**config.mk**
```make
export PLATFORM = sky130hd
export DESIGN_NAME = itrb_top
export DESIGN_NICKNAME = d
export VERILOG_FILES = /design/src/rtl/itrb_pkg.sv /design/src/rtl/itrb_reg8.sv /design/src/rtl/itrb_top.sv
export SDC_FILE = /design/constraint.sdc
export NUM_CORES = 1
export LEC_CHECK = 0
export ABC_AREA = 0
export BUFFER_PORTS_ARGS = -buffer_cell sky130_fd_sc_hd__buf_2
export CORE_ASPECT_RATIO = 0.7
export CORE_UTILIZATION = 33
export DETAILED_ROUTE_END_ITERATION = 6
export PLACE_DENSITY_LB_ADDON = 0.3
export SLEW_MARGIN = 20
export SYNTH_ARGS = -nofsm -noshare
export SYNTH_HDL_FRONTEND = slang
export SYNTH_SLANG_ARGS = --single-unit
export TNS_END_PERCENT = 100
```
**constraint.sdc**
```tcl
create_clock -name clock -period 3.77 [get_ports clock]
set_input_delay 0.5655 -clock clock [delete_from_list [all_inputs] [get_ports clock]]
set_output_delay 0.5655 -clock clock [all_outputs]
set_load 0.03 [all_outputs]
```
**src/rtl/itrb_pkg.sv**
```systemverilog
// Register map, field layouts and reset values of the tuning register bank
`default_nettype none
package itrb_pkg;

  localparam int ITRB_NREG = 49;

  // Address, writable-bit mask and reset value of each read/write register
  localparam logic [15:0] ITRB_ADDR [ITRB_NREG] = '{
    16'h03B3, 16'h03B4, 16'h03B5, 16'h03B6, 16'h03B7, 16'h03B8, 16'h03B9, 16'h03BA,
    16'h03BB, 16'h03BC, 16'h03E0, 16'h03E1, 16'h03E4, 16'h03E5, 16'h03E8, 16'h03E9,
    16'h03EC, 16'h03ED, 16'h0458, 16'h0459, 16'h045A, 16'h045B, 16'h045C, 16'h045D,
    16'h0478, 16'h0486, 16'h0487, 16'h0488, 16'h04B0, 16'h04B3, 16'h04B6, 16'h04B9,
    16'h04BC, 16'h04BE, 16'h04C2, 16'h04C3, 16'h0540, 16'h0541, 16'h0542, 16'h0543,
    16'h0544, 16'h0545, 16'h0546, 16'h0547, 16'h0548, 16'h0549, 16'h054C, 16'h0380,
    16'h0580};
  localparam logic [7:0] ITRB_MASK [ITRB_NREG] = '{
    8'hFF, 8'hFF, 8'hFF, 8'hFF, 8'hFF, 8'hFF, 8'hFF, 8'hFF,
    8'hFF, 8'hFF, 8'h77, 8'h77, 8'h77, 8'h77, 8'h77, 8'h77,
    8'h77, 8'h77, 8'hFF, 8'h0F, 8'h03, 8'hFF, 8'h03, 8'hFF,
    8'hFF, 8'hFF, 8'hFF, 8'h33, 8'hFF, 8'h7F, 8'h7F, 8'h7F,
    8'h1F, 8'h1F, 8'h7F, 8'hFF, 8'hFF, 8'hFF, 8'hFF, 8'hFF,
    8'hFF, 8'hFF, 8'hFF, 8'hFF, 8'h0F, 8'h0F, 8'h1F, 8'h03,
    8'h0F};
  localparam logic [7:0] ITRB_RESET [ITRB_NREG] = '{
    8'h10, 8'h00, 8'h10, 8'h00, 8'h70, 8'h00, 8'h90, 8'h00,
    8'hFF, 8'hFF, 8'h10, 8'h01, 8'h21, 8'h12, 8'h32, 8'h23,
    8'h21, 8'h12, 8'h80, 8'h03, 8'h00, 8'h50, 8'h00, 8'h90,
    8'h00, 8'h00, 8'hFF, 8'h30, 8'h50, 8'h00, 8'h30, 8'h10,
    8'h00, 8'h00, 8'h00, 8'h00, 8'h00, 8'h8D, 8'h00, 8'hA9,
    8'h00, 8'h00, 8'h00, 8'h00, 8'h00, 8'h00, 8'h00, 8'h03,
    8'h04};

  // Index of each register within the tables above
  localparam int IX_ORG_ROW_LO  = 0;
  localparam int IX_ORG_COL_LO  = 2;
  localparam int IX_STEP_ROW_LO = 4;
  localparam int IX_STEP_COL_LO = 6;
  localparam int IX_WIN_EN_LO   = 8;
  localparam int IX_WEIGHT_BASE = 10;
  localparam int IX_OD_UPPER    = 18;
  localparam int IX_OD_LOWER    = 19;
  localparam int IX_CT_NORM_HI  = 20;
  localparam int IX_CT_INC_HI   = 22;
  localparam int IX_GAIN_OVR    = 24;
  localparam int IX_HUE_SINE    = 25;
  localparam int IX_HUE_COSINE  = 26;
  localparam int IX_SCENE       = 27;
  localparam int IX_CON_MID     = 28;
  localparam int IX_CON_CENTER  = 29;
  localparam int IX_CON_END     = 30;
  localparam int IX_CON_OFFSET  = 31;
  localparam int IX_CON_GAIN    = 32;
  localparam int IX_CON_GAIN_A  = 33;
  localparam int IX_LUMA_CTRL   = 34;
  localparam int IX_FIXED_LUMA  = 35;
  localparam int IX_FLK_SIXTY   = 36;
  localparam int IX_FLK_FIFTY   = 38;
  localparam int IX_CAP_SIXTY   = 40;
  localparam int IX_CAP_FIFTY   = 42;
  localparam int IX_FRAC_SIXTY  = 44;
  localparam int IX_FRAC_FIFTY  = 45;
  localparam int IX_SUBROW      = 46;
  localparam int IX_ENABLES     = 47;
  localparam int IX_DENOISE     = 48;

  // Read-only live value addresses
  localparam logic [15:0] ADDR_LIVE_BLEND   = 16'h0470;
  localparam logic [15:0] ADDR_LIVE_OUTDOOR = 16'h0471;
  localparam logic [15:0] ADDR_LIVE_TEMP    = 16'h0472;
  localparam logic [15:0] ADDR_LIVE_GAIN    = 16'h0479;

  // Field positions
  localparam int SCENE_EN_BIT   = 0;
  localparam int SCENE_XOR_BIT  = 1;
  localparam int SCENE_LIM_LSB  = 4;
  localparam int LUMA_P2I_BIT   = 3;
  localparam int LUMA_CCM_BIT   = 4;
  localparam int LUMA_SYNC_LSB  = 5;
  localparam int ENA_AE_BIT     = 0;
  localparam int ENA_AWB_BIT    = 1;

  localparam logic [4:0] ITRB_GAIN_MIN = 5'h01;

  typedef enum logic [2:0] {
    ITRB_FX_NONE   = 3'b000,
    ITRB_FX_EMBOSS = 3'b001,
    ITRB_FX_SKETCH = 3'b010,
    ITRB_FX_SOLMID = 3'b011,
    ITRB_FX_SOLALL = 3'b100,
    ITRB_FX_LUMA   = 3'b101
  } itrb_effect_t;

  typedef enum logic [1:0] {
    ITRB_LIM_OFF  = 2'b00,
    ITRB_LIM_ALL  = 2'b01,
    ITRB_LIM_NORB = 2'b10,
    ITRB_LIM_MAX  = 2'b11
  } itrb_limit_t;

  typedef enum logic [1:0] {
    ITRB_SR_NORMAL = 2'b00,
    ITRB_SR_SWITCH = 2'b01,
    ITRB_SR_FULL   = 2'b10
  } itrb_subrow_t;

endpackage : itrb_pkg
`default_nettype wire

```
**src/rtl/itrb_reg8.sv**
```systemverilog
// One 8-bit read/write tuning register with a writable-bit mask
`timescale 1ns/1ps
`default_nettype none
module itrb_reg8 #(
  parameter logic [7:0] MASK  = 8'hFF,
  parameter logic [7:0] RESET = 8'h00
) (
  // Clock and reset
  input  wire logic       clock,
  input  wire logic       rst,
  // Write port
  input  wire logic       wr_en,
  input  wire logic [7:0] wr_data,
  // Stored value
  output logic      [7:0] q_ff
);

  // Unused bits stay zero whatever is written
  always_ff @(posedge clock) begin
    if (rst) begin
      q_ff <= RESET & MASK;
    end else if (wr_en) begin
      q_ff <= wr_data & MASK;
    end
  end

endmodule : itrb_reg8
`default_nettype wire

```
**src/rtl/itrb_top.sv**
```systemverilog
// Tuning register bank of the image pipeline with decoded control outputs
//
// Chosen here: strobed register access.
`timescale 1ns/1ps
`default_nettype none
module itrb_top
  import itrb_pkg::*;
(
  // Clock and reset
  input  wire logic         clock,
  input  wire logic         rst,
  // Register port
  input  wire logic [15:0]  reg_addr,
  input  wire logic [7:0]   reg_wdata,
  input  wire logic         reg_wr,
  input  wire logic         reg_rd,
  output logic      [7:0]   reg_rdata,
  // Live values from the pixel pipeline
  input  wire logic [7:0]   live_blend_in,
  input  wire logic [7:0]   live_outdoor_in,
  input  wire logic [7:0]   live_temp_in,
  input  wire logic [7:0]   auto_gain_blend_in,
  input  wire logic         ct_sign_normal,
  input  wire logic         ct_sign_incandescent,
  input  wire logic         hue_enable,
  input  wire logic         capture_mode,
  // Statistics grid
  output logic      [15:0]  grid_origin_row,
  output logic      [15:0]  grid_origin_col,
  output logic      [15:0]  grid_step_row,
  output logic      [15:0]  grid_step_col,
  output logic      [63:0]  grid_cell_weight,
  // Blending
  output logic      [7:0]   outdoor_upper_coef,
  output logic      [7:0]   outdoor_lower_coef,
  output logic      [10:0]  normal_temp_threshold,
  output logic      [10:0]  incandescent_threshold,
  output logic      [7:0]   gain_blend_used,
  // Hue and scene
  output logic              scene_chroma_fixed,
  output logic      [7:0]   fixed_cb_value,
  output logic      [7:0]   fixed_cr_value,
  output logic      [1:0]   gain_limit_mode,
  output logic              invert_enable,
  output logic              scene_enable,
  // Contrast
  output logic      [7:0]   contrast_mid_slope_out,
  output logic      [6:0]   contrast_center_out,
  output logic      [6:0]   contrast_end_slope_out,
  output logic      [6:0]   contrast_offset_out,
  output logic      [4:0]   contrast_gain_out,
  output logic      [4:0]   contrast_gain_blend_out,
  // Luma path
  output logic      [1:0]   frame_sync_edges,
  output logic              luma_matrix_enable,
  output logic              progressive_to_interlace,
  output logic      [2:0]   special_effect,
  output logic              luma_override_valid,
  output logic      [7:0]   luma_override_value,
  output logic      [3:0]   luma_denoise_strength,
  // Exposure
  output logic      [19:0]  flicker_step_sixty,
  output logic      [19:0]  flicker_step_fifty,
  output logic      [1:0]   partial_row_integration,
  output logic      [2:0]   subrow_options,
  output logic              exposure_enable,
  output logic              balance_enable
);

  logic [7:0]            q [ITRB_NREG];
  logic [ITRB_NREG-1:0]  hit;
  logic [7:0]            live_blend_ff;
  logic [7:0]            live_outdoor_ff;
  logic [7:0]            live_temp_ff;
  logic [7:0]            live_gain_ff;
  logic [7:0]            nxt_rdata;
  logic [7:0]            nxt_gain_used;
  logic [7:0]            nxt_lower;
  logic [15:0]           win_en;
  logic [7:0]            od_off;

  // One masked register per table entry
  genvar gi;
  generate
    for (gi = 0; gi < ITRB_NREG; gi++) begin : g_reg
      assign hit[gi] = (reg_addr == ITRB_ADDR[gi]);
      itrb_reg8 #(
        .MASK  (ITRB_MASK[gi]),
        .RESET (ITRB_RESET[gi])
      ) u_reg (
        .clock   (clock),
        .rst     (rst),
        .wr_en   (reg_wr && hit[gi]),
        .wr_data (reg_wdata),
        .q_ff    (q[gi])
      );
    end
  endgenerate

  // Live values are sampled every cycle; the bus cannot touch them
  always_ff @(posedge clock) begin
    if (rst) begin
      live_blend_ff   <= 8'h00;
      live_outdoor_ff <= 8'h00;
      live_temp_ff    <= 8'h00;
      live_gain_ff    <= 8'h00;
    end else begin
      live_blend_ff   <= live_blend_in;
      live_outdoor_ff <= live_outdoor_in;
      live_temp_ff    <= live_temp_in;
      live_gain_ff    <= nxt_gain_used;
    end
  end

  // Manual override wins whenever nonzero
  assign nxt_gain_used = (q[IX_GAIN_OVR] != 8'h00) ? q[IX_GAIN_OVR]
                                                   : auto_gain_blend_in;

  // Read mux; unmapped addresses answer zero
  always_comb begin
    nxt_rdata = 8'h00;
    for (int i = 0; i < ITRB_NREG; i++) begin
      if (hit[i]) begin
        nxt_rdata = q[i];
      end
    end
    case (reg_addr)
      ADDR_LIVE_BLEND:   nxt_rdata = live_blend_ff;
      ADDR_LIVE_OUTDOOR: nxt_rdata = live_outdoor_ff;
      ADDR_LIVE_TEMP:    nxt_rdata = live_temp_ff;
      ADDR_LIVE_GAIN:    nxt_rdata = live_gain_ff;
      default:           nxt_rdata = nxt_rdata;
    endcase
  end

  // Read data stands only in the cycle after the strobe
  always_ff @(posedge clock) begin
    if (rst) begin
      reg_rdata <= 8'h00;
    end else if (reg_rd) begin
      reg_rdata <= nxt_rdata;
    end else begin
      reg_rdata <= 8'h00;
    end
  end

  // Window enables, first window of row one at bit 0
  assign win_en = {q[IX_WIN_EN_LO+1], q[IX_WIN_EN_LO]};

  // Weight code to eighths; undefined codes give no weight
  function automatic logic [3:0] weight_eighths(input logic [2:0] code);
    case (code)
      3'h4:    weight_eighths = 4'h1;
      3'h0:    weight_eighths = 4'h2;
      3'h1:    weight_eighths = 4'h4;
      3'h2:    weight_eighths = 4'h6;
      3'h3:    weight_eighths = 4'h8;
      default: weight_eighths = 4'h0;
    endcase
  endfunction : weight_eighths

  // Per-cell effective weight, zero when the window is disabled
  generate
    for (gi = 0; gi < 16; gi++) begin : g_cell
      logic [7:0] wbyte;
      logic [2:0] wcode;
      assign wbyte = q[IX_WEIGHT_BASE + 2*(gi/4) + (gi%4)/2];
      assign wcode = ((gi % 2) == 0) ? wbyte[2:0] : wbyte[6:4];
      always_ff @(posedge clock) begin
        if (rst) begin
          grid_cell_weight[4*gi +: 4] <= 4'h0;
        end else begin
          grid_cell_weight[4*gi +: 4] <= win_en[gi] ? weight_eighths(wcode)
                                                    : 4'h0;
        end
      end
    end
  endgenerate

  // Grid geometry
  always_ff @(posedge clock) begin
    if (rst) begin
      grid_origin_row <= 16'h0000;
      grid_origin_col <= 16'h0000;
      grid_step_row   <= 16'h0000;
      grid_step_col   <= 16'h0000;
    end else begin
      grid_origin_row <= {q[IX_ORG_ROW_LO+1], q[IX_ORG_ROW_LO]};
      grid_origin_col <= {q[IX_ORG_COL_LO+1], q[IX_ORG_COL_LO]};
      grid_step_row   <= {q[IX_STEP_ROW_LO+1], q[IX_STEP_ROW_LO]};
      grid_step_col   <= {q[IX_STEP_COL_LO+1], q[IX_STEP_COL_LO]};
    end
  end

  // Outdoor offset decode; codes above five subtract nothing
  always_comb begin
    case (q[IX_OD_LOWER][3:0])
      4'h1:    od_off = 8'h08;
      4'h2:    od_off = 8'h10;
      4'h3:    od_off = 8'h20;
      4'h4:    od_off = 8'h40;
      4'h5:    od_off = 8'h80;
      default: od_off = 8'h00;
    endcase
  end

  // Clamp at zero so a small upper value cannot wrap
  assign nxt_lower = (q[IX_OD_UPPER] > od_off) ? 8'(q[IX_OD_UPPER] - od_off) : 8'h00;

  // Blending coefficients and thresholds
  always_ff @(posedge clock) begin
    if (rst) begin
      outdoor_upper_coef     <= 8'h00;
      outdoor_lower_coef     <= 8'h00;
      normal_temp_threshold  <= 11'h000;
      incandescent_threshold <= 11'h000;
      gain_blend_used        <= 8'h00;
    end else begin
      outdoor_upper_coef     <= q[IX_OD_UPPER];
      outdoor_lower_coef     <= nxt_lower;
      normal_temp_threshold  <= {ct_sign_normal, q[IX_CT_NORM_HI][1:0],
                                 q[IX_CT_NORM_HI+1]};
      incandescent_threshold <= {ct_sign_incandescent, q[IX_CT_INC_HI][1:0],
                                 q[IX_CT_INC_HI+1]};
      gain_blend_used        <= nxt_gain_used;
    end
  end

  // Hue registers double as fixed chroma in scene mode
  always_ff @(posedge clock) begin
    if (rst) begin
      scene_chroma_fixed <= 1'b0;
      fixed_cb_value     <= 8'h00;
      fixed_cr_value     <= 8'h00;
      gain_limit_mode    <= ITRB_LIM_OFF;
      invert_enable      <= 1'b0;
      scene_enable       <= 1'b0;
    end else begin
      scene_chroma_fixed <= q[IX_SCENE][SCENE_EN_BIT] && !hue_enable;
      fixed_cb_value     <= q[IX_HUE_SINE];
      fixed_cr_value     <= q[IX_HUE_COSINE];
      gain_limit_mode    <= q[IX_SCENE][SCENE_LIM_LSB +: 2];
      invert_enable      <= q[IX_SCENE][SCENE_XOR_BIT];
      scene_enable       <= q[IX_SCENE][SCENE_EN_BIT];
    end
  end

  // Contrast curve; gains below one are raised to one
  always_ff @(posedge clock) begin
    if (rst) begin
      contrast_mid_slope_out  <= 8'h00;
      contrast_center_out     <= 7'h00;
      contrast_end_slope_out  <= 7'h00;
      contrast_offset_out     <= 7'h00;
      contrast_gain_out       <= ITRB_GAIN_MIN;
      contrast_gain_blend_out <= ITRB_GAIN_MIN;
    end else begin
      contrast_mid_slope_out  <= q[IX_CON_MID];
      contrast_center_out     <= q[IX_CON_CENTER][6:0];
      contrast_end_slope_out  <= q[IX_CON_END][6:0];
      contrast_offset_out     <= q[IX_CON_OFFSET][6:0];
      contrast_gain_out       <= (q[IX_CON_GAIN][4:0] < ITRB_GAIN_MIN) ? ITRB_GAIN_MIN
                                 : q[IX_CON_GAIN][4:0];
      contrast_gain_blend_out <= (q[IX_CON_GAIN_A][4:0] < ITRB_GAIN_MIN) ? ITRB_GAIN_MIN
                                 : q[IX_CON_GAIN_A][4:0];
    end
  end

  // Luma path controls and special effects
  always_ff @(posedge clock) begin
    if (rst) begin
      frame_sync_edges         <= 2'h0;
      luma_matrix_enable       <= 1'b0;
      progressive_to_interlace <= 1'b0;
      special_effect           <= ITRB_FX_NONE;
      luma_override_valid      <= 1'b0;
      luma_override_value      <= 8'h00;
      luma_denoise_strength    <= 4'h0;
    end else begin
      frame_sync_edges         <= q[IX_LUMA_CTRL][LUMA_SYNC_LSB +: 2];
      luma_matrix_enable       <= q[IX_LUMA_CTRL][LUMA_CCM_BIT];
      progressive_to_interlace <= q[IX_LUMA_CTRL][LUMA_P2I_BIT];
      special_effect           <= q[IX_LUMA_CTRL][2:0];
      luma_override_valid      <= (q[IX_LUMA_CTRL][2:0] == ITRB_FX_LUMA);
      luma_override_value      <= (q[IX_LUMA_CTRL][2:0] == ITRB_FX_LUMA)
                                  ? q[IX_FIXED_LUMA] : 8'h00;
      luma_denoise_strength    <= q[IX_DENOISE][3:0];
    end
  end

  // Flicker steps; capture steps carry no fraction
  always_ff @(posedge clock) begin
    if (rst) begin
      flicker_step_sixty <= 20'h00000;
      flicker_step_fifty <= 20'h00000;
    end else if (capture_mode) begin
      flicker_step_sixty <= {q[IX_CAP_SIXTY], q[IX_CAP_SIXTY+1], 4'h0};
      flicker_step_fifty <= {q[IX_CAP_FIFTY], q[IX_CAP_FIFTY+1], 4'h0};
    end else begin
      flicker_step_sixty <= {q[IX_FLK_SIXTY], q[IX_FLK_SIXTY+1],
                             q[IX_FRAC_SIXTY][3:0]};
      flicker_step_fifty <= {q[IX_FLK_FIFTY], q[IX_FLK_FIFTY+1],
                             q[IX_FRAC_FIFTY][3:0]};
    end
  end

  // Sub-row mode and loop enables; reserved mode 11 falls back to normal
  always_ff @(posedge clock) begin
    if (rst) begin
      partial_row_integration <= ITRB_SR_NORMAL;
      subrow_options          <= 3'h0;
      exposure_enable         <= 1'b0;
      balance_enable          <= 1'b0;
    end else begin
      case (q[IX_SUBROW][1:0])
        ITRB_SR_SWITCH: partial_row_integration <= ITRB_SR_SWITCH;
        ITRB_SR_FULL:   partial_row_integration <= ITRB_SR_FULL;
        default:        partial_row_integration <= ITRB_SR_NORMAL;
      endcase
      subrow_options  <= q[IX_SUBROW][4:2];
      exposure_enable <= q[IX_ENABLES][ENA_AE_BIT];
      balance_enable  <= q[IX_ENABLES][ENA_AWB_BIT];
    end
  end

endmodule : itrb_top
`default_nettype wire

```
==> results.sh, run 1 <==
export IMPL_power_static_leakage_uw=0.0125
export IMPL_cts_made_buffers=69
export IMPL_yosys_top_cells_area="dfxtp_1, nand2_1, a21oi_1"
export IMPL_rsz0062_at_grt="false"
export IMPL_fill_cells=7525
export IMPL_place_detailed_hpwl_mm=79.1
export IMPL_post_cts_hold_buffer_count=0
export IMPL_final_max_slew_violation_count=0
export IMPL_placement_setup_worst_slack_ps=55.2
export IMPL_drive_gt1_share_pct=20.0
export IMPL_vias=23859
export IMPL_max_slew_margin_rel_pct=17.7
export IMPL_clkTransAtPathRegs_ps=70
export IMPL_r2r_end="reg_rdata[1]"
export IMPL_layout_setup_ws_ps=588
export IMPL_grt_first_pass_wirelength_mm=154
export IMPL_area_growth_syn_to_layout_pct=24.5
export IMPL_run_status="finished, final reports clean"
export IMPL_timing_hold_worst_path_depth=2
export IMPL_final_hold_worst_slack_ps=93.2
export IMPL_drcViolationCount=0
export IMPL_syn_nets=2997
export IMPL_ant_nets=0
export IMPL_finalSetupViolCount=0
export IMPL_max_cap_violations=0
export IMPL_detail_route_wirelength_mm=107
export IMPL_pwr_density_cell_nw_per_um2=489
export IMPL_crit_arrival_ps=3670
export IMPL_synth_most_common_cell="dfxtp_1"
export IMPL_coreArea_sq_um=75400
export IMPL_clock_insertion_delay_worst_skew_ps=630
export IMPL_synth_yosys_warnings=0
export IMPL_timing_clock_skew_ps=20.4
export IMPL_total_routing_usage_reported_by_global_routing_pct=26.9
export IMPL_grt_antenna_before_repair=4
export IMPL_ioPinCount=373
export IMPL_synth_cell_area_sq_um=25200
export IMPL_timing_reg2reg_worst_path_depth=12
export IMPL_fp_dieArea_sq_um=77600
export IMPL_synth_enable_flop_cells=0
export IMPL_timing_critical_path_to_type="flop"
export IMPL_path_category_of_the_worst_min_delay_check="input pin to flop"
export IMPL_fin_crit_sh_pct=84.4
export IMPL_crit_reg2reg_launch="g_reg[2].u_reg.q_ff[1]"
export IMPL_synth_area_per_cell_sq_um=8.62
export IMPL_synth_async_reset_ratio_pct=0
export IMPL_drt_first_iter_violations=3374
export IMPL_buffer_ports_inserted=372
export IMPL_setup_total_negative_slack_ps=0
export IMPL_maximum_number_of_pins_on_one_net_before_global_route_repair=171
export IMPL_netlist_top_cell_by_area="dfxtp_1"
export IMPL_die_height_um=233
export IMPL_min_to="scene_chroma_fixed"
export IMPL_cts_htree_levels=3
export IMPL_crit_path_start="reg_addr[2]"
export IMPL_tritoncts_num_sinks=658
export IMPL_worst_margin_pin_slew_ps=1230
export IMPL_routabilityCongestion=1.03
export IMPL_nNetsFinal=3405
export IMPL_synthCells=2927
export IMPL_vdd_ir_drop_worst_v=0.000253
export IMPL_cts_max_path_buffers=3
export IMPL_hold_viol_final=0
export IMPL_cts_resized_gates=0
export IMPL_post_cts_setup_buffers=0
export IMPL_grt_remaining_overflow=0
export IMPL_initial_core_util_pct=33.5
export IMPL_cts_root_buffer_cell="clkbuf_16"
export IMPL_post_drt_wl_per_cell_um=24.5
export IMPL_cts_tree="yes"
export IMPL_achievable_clock_frequency_ghz=0.314
export IMPL_fin_util_pct=41.7
export IMPL_synth_yosys_seq_area_share_pct=52.2
export IMPL_synth_distinct_cells=74
export IMPL_worst_setup_path_type="input pin to flop"
export IMPL_yosys_area_top_type_share_pct=52.2
export IMPL_crit_path_max_fanout=8
export IMPL_hold_path_startpoint="hue_enable"
export IMPL_die_width_um=332
export IMPL_routed_via_density=5.45
export IMPL_number_of_global_route_vias_before_repair=21726
export IMPL_setup_reg_to_reg_worst_slack_ps=700
export IMPL_ys_dominant_reg_cell="dfxtp_1"
export IMPL_placement_rows=84
export IMPL_timing_final_crit_period_ps=3180
export IMPL_ys_top_cells_by_count="dfxtp_1, nand2_1, nor2_1"
export IMPL_postSynthRegisterBits=658
export IMPL_drt_first_pass_iters=6
export IMPL_setup_crit_start_kind="input pin"
export IMPL_crit_required_ps=4260
## layout by cell type, fill, tap and decap left out, types with 117 or more instances in the layout
cell type / count
o21ai_0: 119
buf_4: 161
nand3_1: 176
dfxtp_1: 658
a21oi_1: 253
nor2b_1: 199
mux2i_1: 117
nor2_1: 284
buf_2: 370
nand2_1: 483
## report_power, final
group / leakage, uW / switching [uW] / internal [uW]
logic: 0.00601 / 572 / 191
registers: 0.00533 / 35.7 / 7010
clock network: 0.00120 / 2940 / 4610
total: 0.0125 / 3540 / 11800
## logic make-up (layout without fill, tap and decap cells)
logic type               Yosys count  in the layout  synth area share [%]
AO/OA/AOI/OAI                    576            576                  13.9
XOR/XNOR                          20             20                 0.694
adder cells (fa/ha/maj)            6              6                 0.327
buffers and inverters            222            681                  3.39
flip-flops                       658            658                  52.2
multiplexers                     120            120                  4.82
other                              0              2                     0
AND/OR/NAND/NOR                 1325           1325                  24.7
## layout make-up
class | count | area, sq um | share of cell area, %
Timing Repair Buffer | 539 | 3220 | 10.2
Inverter | 20 | 75.1 | 0.239
Clock buffer | 93 | 1990 | 6.34
Sequential cell | 658 | 13200 | 41.9
Clock inverter | 29 | 495 | 1.58
Antenna cell | 2 | 5.00 | 0.0159
Tap cell | 989 | 1240 | 3.94
Multi-Input combinational cell | 2047 | 11200 | 35.7
## routing by layer
layer | track usage, % | part of all wire (%)
met1 | 39.8 | 46
met2 | 36.7 | 40
met3 | 8.27 | 12
met4 | 7.42 | 2.5
met5 | 0 | 0.034
## state kept, by name, indices dropped and copies added (netlist names), 11 cells and up
name                    flops
g.u_reg.q_ff              325
grid_cell_weight           64
flicker_step_fifty         20
flicker_step_sixty         20
grid_origin_col            16
grid_origin_row            16
grid_step_col              16
grid_step_row              16
incandescent_threshold     11
normal_temp_threshold      11
## how the worst max path moves through the flow
stage / depth (start not counted) / end
2_1_floorplan: 11 / reg_rdata[5]
3_3_place_gp: 11 / reg_rdata[1]
3_5_place_dp: 11 / reg_rdata[1]
4_1_cts: 11 / reg_rdata[1]
5_1_grt: 11 / reg_rdata[2]
6_report: 13 / reg_rdata[4]
## worst max-delay path, stage by stage
cell,delay (ps)
buf_2,210
nand2b_1,460
buf_4,210
nor2_2,60
buf_4,170
a22oi_1,180
a21oi_1,120
a31oi_1,400
nand3_1,210
nor3_1,590
o211ai_1,180
a21oi_1,220
a211oi_1,80
## stage by stage
| stage | std cells | total power, uW | area (sq um) |
|---|---|---|---|
| finish | 4377 | 15300 | 31400 |
| global route | 4375 | 15800 | 31400 |
| CTS | 4375 | 15400 | 31400 |
| detailed placement | 4253 | 7940 | 28900 |
| global placement | 4253 | 7940 | 28900 |
| floorplan | 2927 | 7590 | 25200 |
Power figures use the tool's default switching activity.
==> run 2: changes to the inputs <==
==> constraint.sdc (replaced) <==
create_clock -name clock -period 2.6 [get_ports clock]
set_input_delay 0.39 -clock clock [delete_from_list [all_inputs] [get_ports clock]]
set_output_delay 0.39 -clock clock [all_outputs]
set_load 0.03 [all_outputs]
==> run 2 against run 1 <==
The run now ends with setup timing left; sequential power is 45% higher; power rose by 41%; combinational power up 69%; critical path depth fell by 1; critical endpoint is now reg_rdata[2].
==> results.sh, run 2 (synthesis gave the netlist of run 1 again) <==
export IMPL_run_status="complete, but fails checks"
export IMPL_failed_checks="setup timing"
export IMPL_timing_critical_path_max_delay_family="compound AO/OA/AOI/OAI gates"
export IMPL_cts_htree_levels=3
export IMPL_clkTransAtPathRegs_ps=70
export IMPL_hold_viol_final=0
export IMPL_number_of_global_route_vias_before_repair=22969
export IMPL_die_height_um=233
export IMPL_place_detailed_hpwl_mm=82.2
export IMPL_cts_max_path_buffers=3
export IMPL_cts_made_buffers=67
export IMPL_max_slew_margin_rel_pct=39.2
export IMPL_finalSetupViolCount=8
export IMPL_drcViolationCount=0
export IMPL_drt_first_iter_violations=3103
export IMPL_largest_reg_flops=325
export IMPL_routed_via_density=5.33
export IMPL_die_width_um=332
export IMPL_reg_top3="g.u_reg.q_ff x325, grid_cell_weight x64"
export IMPL_cts_tree="yes"
export IMPL_path_category_of_the_worst_min_delay_check="input pin to flop"
export IMPL_vias=24878
export IMPL_mostFrequentLayoutCells="dfxtp_1, nand2_1, buf_4"
export IMPL_crit_required_ps=3150
export IMPL_nNetsFinal=3694
export IMPL_maximum_number_of_pins_on_one_net_before_global_route_repair=157
export IMPL_net_switching_power_uw=5170
export IMPL_worst_setup_path_type="input pin to flop"
export IMPL_timing_final_crit_period_ps=2850
export IMPL_post_drt_wl_per_cell_um=23.5
export IMPL_final_max_slew_violation_count=0
export IMPL_crit_path_max_incr_delay_ps=590
export IMPL_vdd_ir_drop_worst_v=0.000474
export IMPL_clock_insertion_delay_worst_skew_ps=640
export IMPL_buffer_ports_inserted=372
export IMPL_cts_root_buffer_cell="clkbuf_16"
export IMPL_critical_path_buf_inv_count=2
export IMPL_rsz0062_at_grt="true"
export IMPL_routabilityCongestion=1.03
export IMPL_ioPinCount=373
export IMPL_max_cap_violations=0
export IMPL_fp_dieArea_sq_um=77600
export IMPL_drt_first_pass_iters=6
export IMPL_timing_critical_path_cells="buf_6, or4_4, or4_4, nor2_4, o41ai_4, a222oi_1, o211ai_1, a2111o_1, a31oi_1, buf_4, o211ai_1, a31oi_1"
export IMPL_area_growth_syn_to_layout_pct=36.1
export IMPL_instances_no_fill=4669
export IMPL_initial_core_util_pct=33.5
export IMPL_internal_power_uw=16500
export IMPL_detail_route_wirelength_mm=110
export IMPL_grt_first_pass_wirelength_mm=158
export IMPL_layout_setup_ws_ps=-248
export IMPL_power_static_leakage_uw=0.0141
export IMPL_power_frac_comb_pct=6.0
export IMPL_most_common_cell_after_layout_fill_and_taps_aside="dfxtp_1"
export IMPL_total_routing_usage_reported_by_global_routing_pct=27.5
export IMPL_largest_register="g.u_reg.q_ff"
export IMPL_timing_critical_path_to_type="flop"
export IMPL_timing_clock_skew_ps=21.6
export IMPL_switching_share_of_power_pct=23.9
export IMPL_fin_crit_sh_pct=110
export IMPL_drive_gt1_share_pct=27.5
export IMPL_crit_arrival_ps=3400
export IMPL_pwr_density_cell_nw_per_um2=631
export IMPL_coreArea_sq_um=75400
export IMPL_setup_crit_start_kind="input pin"
export IMPL_tritoncts_num_sinks=658
export IMPL_seq_power_share_pct=47.1
export IMPL_clockPowerShare_pct=46.9
export IMPL_grt_antenna_before_repair=5
export IMPL_placement_rows=84
export IMPL_crit_path_max_fanout=4
export IMPL_achievable_clock_frequency_ghz=0.351
export IMPL_crit_path_top_delay_cell="or4_4"
export IMPL_ant_nets=0
export IMPL_placement_setup_worst_slack_ps=-966
export IMPL_worst_margin_pin_slew_ps=912
export IMPL_dpl_cell_count=4502
export IMPL_grt_remaining_overflow=0
## run 2: cell count changes in the layout (fill, tap and decap cells not counted), sizes merged, moves of 2 or more
cell,before,now
dlygate4sd3,0,25
bufinv,13,8
clkbuf,93,87
diode,2,4
clkinv,11,19
inv,19,23
buf,539,804
## run 2: final timing paths
kind,from,cells past startpoint,slack [ps],to
worst max-delay path,reg_addr[14],12,-250,reg_rdata[2]
worst min-delay path,live_temp_in[3],2,20,live_temp_ff[3]
worst max register to register,g_reg[4].u_reg.q_ff[2],12,-210,reg_rdata[2]
worst min register to register,g_reg[18].u_reg.q_ff[1],2,450,g_reg[18].u_reg.q_ff[1]
## run 2: stage by stage
| step | utilization (%) | hold slack (ps) | instance area [sq um] | TNS [ps] | total power [uW] |
|---|---|---|---|---|---|
| after global routing | 45.5 | 4.01 | 34300 | -1250 | 22300 |
| after detailed placement | 41.3 | 446 | 31200 | -61750 | 11600 |
| after global placement | 41.3 | 438 | 31200 | -56270 | 11600 |
| after CTS | 45.0 | 0.0219 | 33900 | -344 | 21800 |
| after floorplan | - | 425 | 25400 | -4490 | 11000 |
| final | 45.6 | 23.7 | 34300 | -977 | 21700 |
## run 2: power groups by stage
stage               Combinational (uW)  Sequential (uW)  Clock (uW)
finish                            1290            10200       10200
floorplan                          477            10500           0
global placement                  1220            10400           0
CTS                               1250            10200       10300
global route                      1340            10200       10800
detailed placement                1210            10400           0
## run 2: routing by layer
metal / vias up / track usage [%] / wire [um]
met1: 11882 / 41.5 / 51800
met2: 1318 / 38.6 / 44300
li1: 11512 / - / -
met4: 2 / 6.84 / 2340
met5: - / 0 / 9
met3: 164 / 6.47 / 11300
## run 2: what timing repair did
item	4_1_cts	5_1_grt
endpoints found under the setup margin	7	11
buffers inserted	6	14
gates resized for setup	31	79
pin swaps	10	36
hold buffers	25	0
hold endpoints to repair	25	0
## run 2: layout make-up
| class | count | area (sq um) |
|---|---|---|
| Antenna cell | 4 | 10.0 |
| Clock buffer | 86 | 1860 |
| Clock inverter | 35 | 437 |
| Fill cell | 7393 | 41000 |
| Inverter | 20 | 75.1 |
| Multi-Input combinational cell | 2047 | 11700 |
| Sequential cell | 658 | 13200 |
| Tap cell | 989 | 1240 |
| Timing Repair Buffer | 830 | 5840 |
## run 2: worst register-to-register path: stages (launching register included)
cell,delay [ps]
dfxtp_1,320
mux4_2,550
nand2_1,100
o21ai_1,80
buf_4,160
o41ai_4,340
a222oi_1,150
o211ai_1,230
a2111o_1,190
a31oi_1,90
buf_4,160
o211ai_1,210
a31oi_1,120
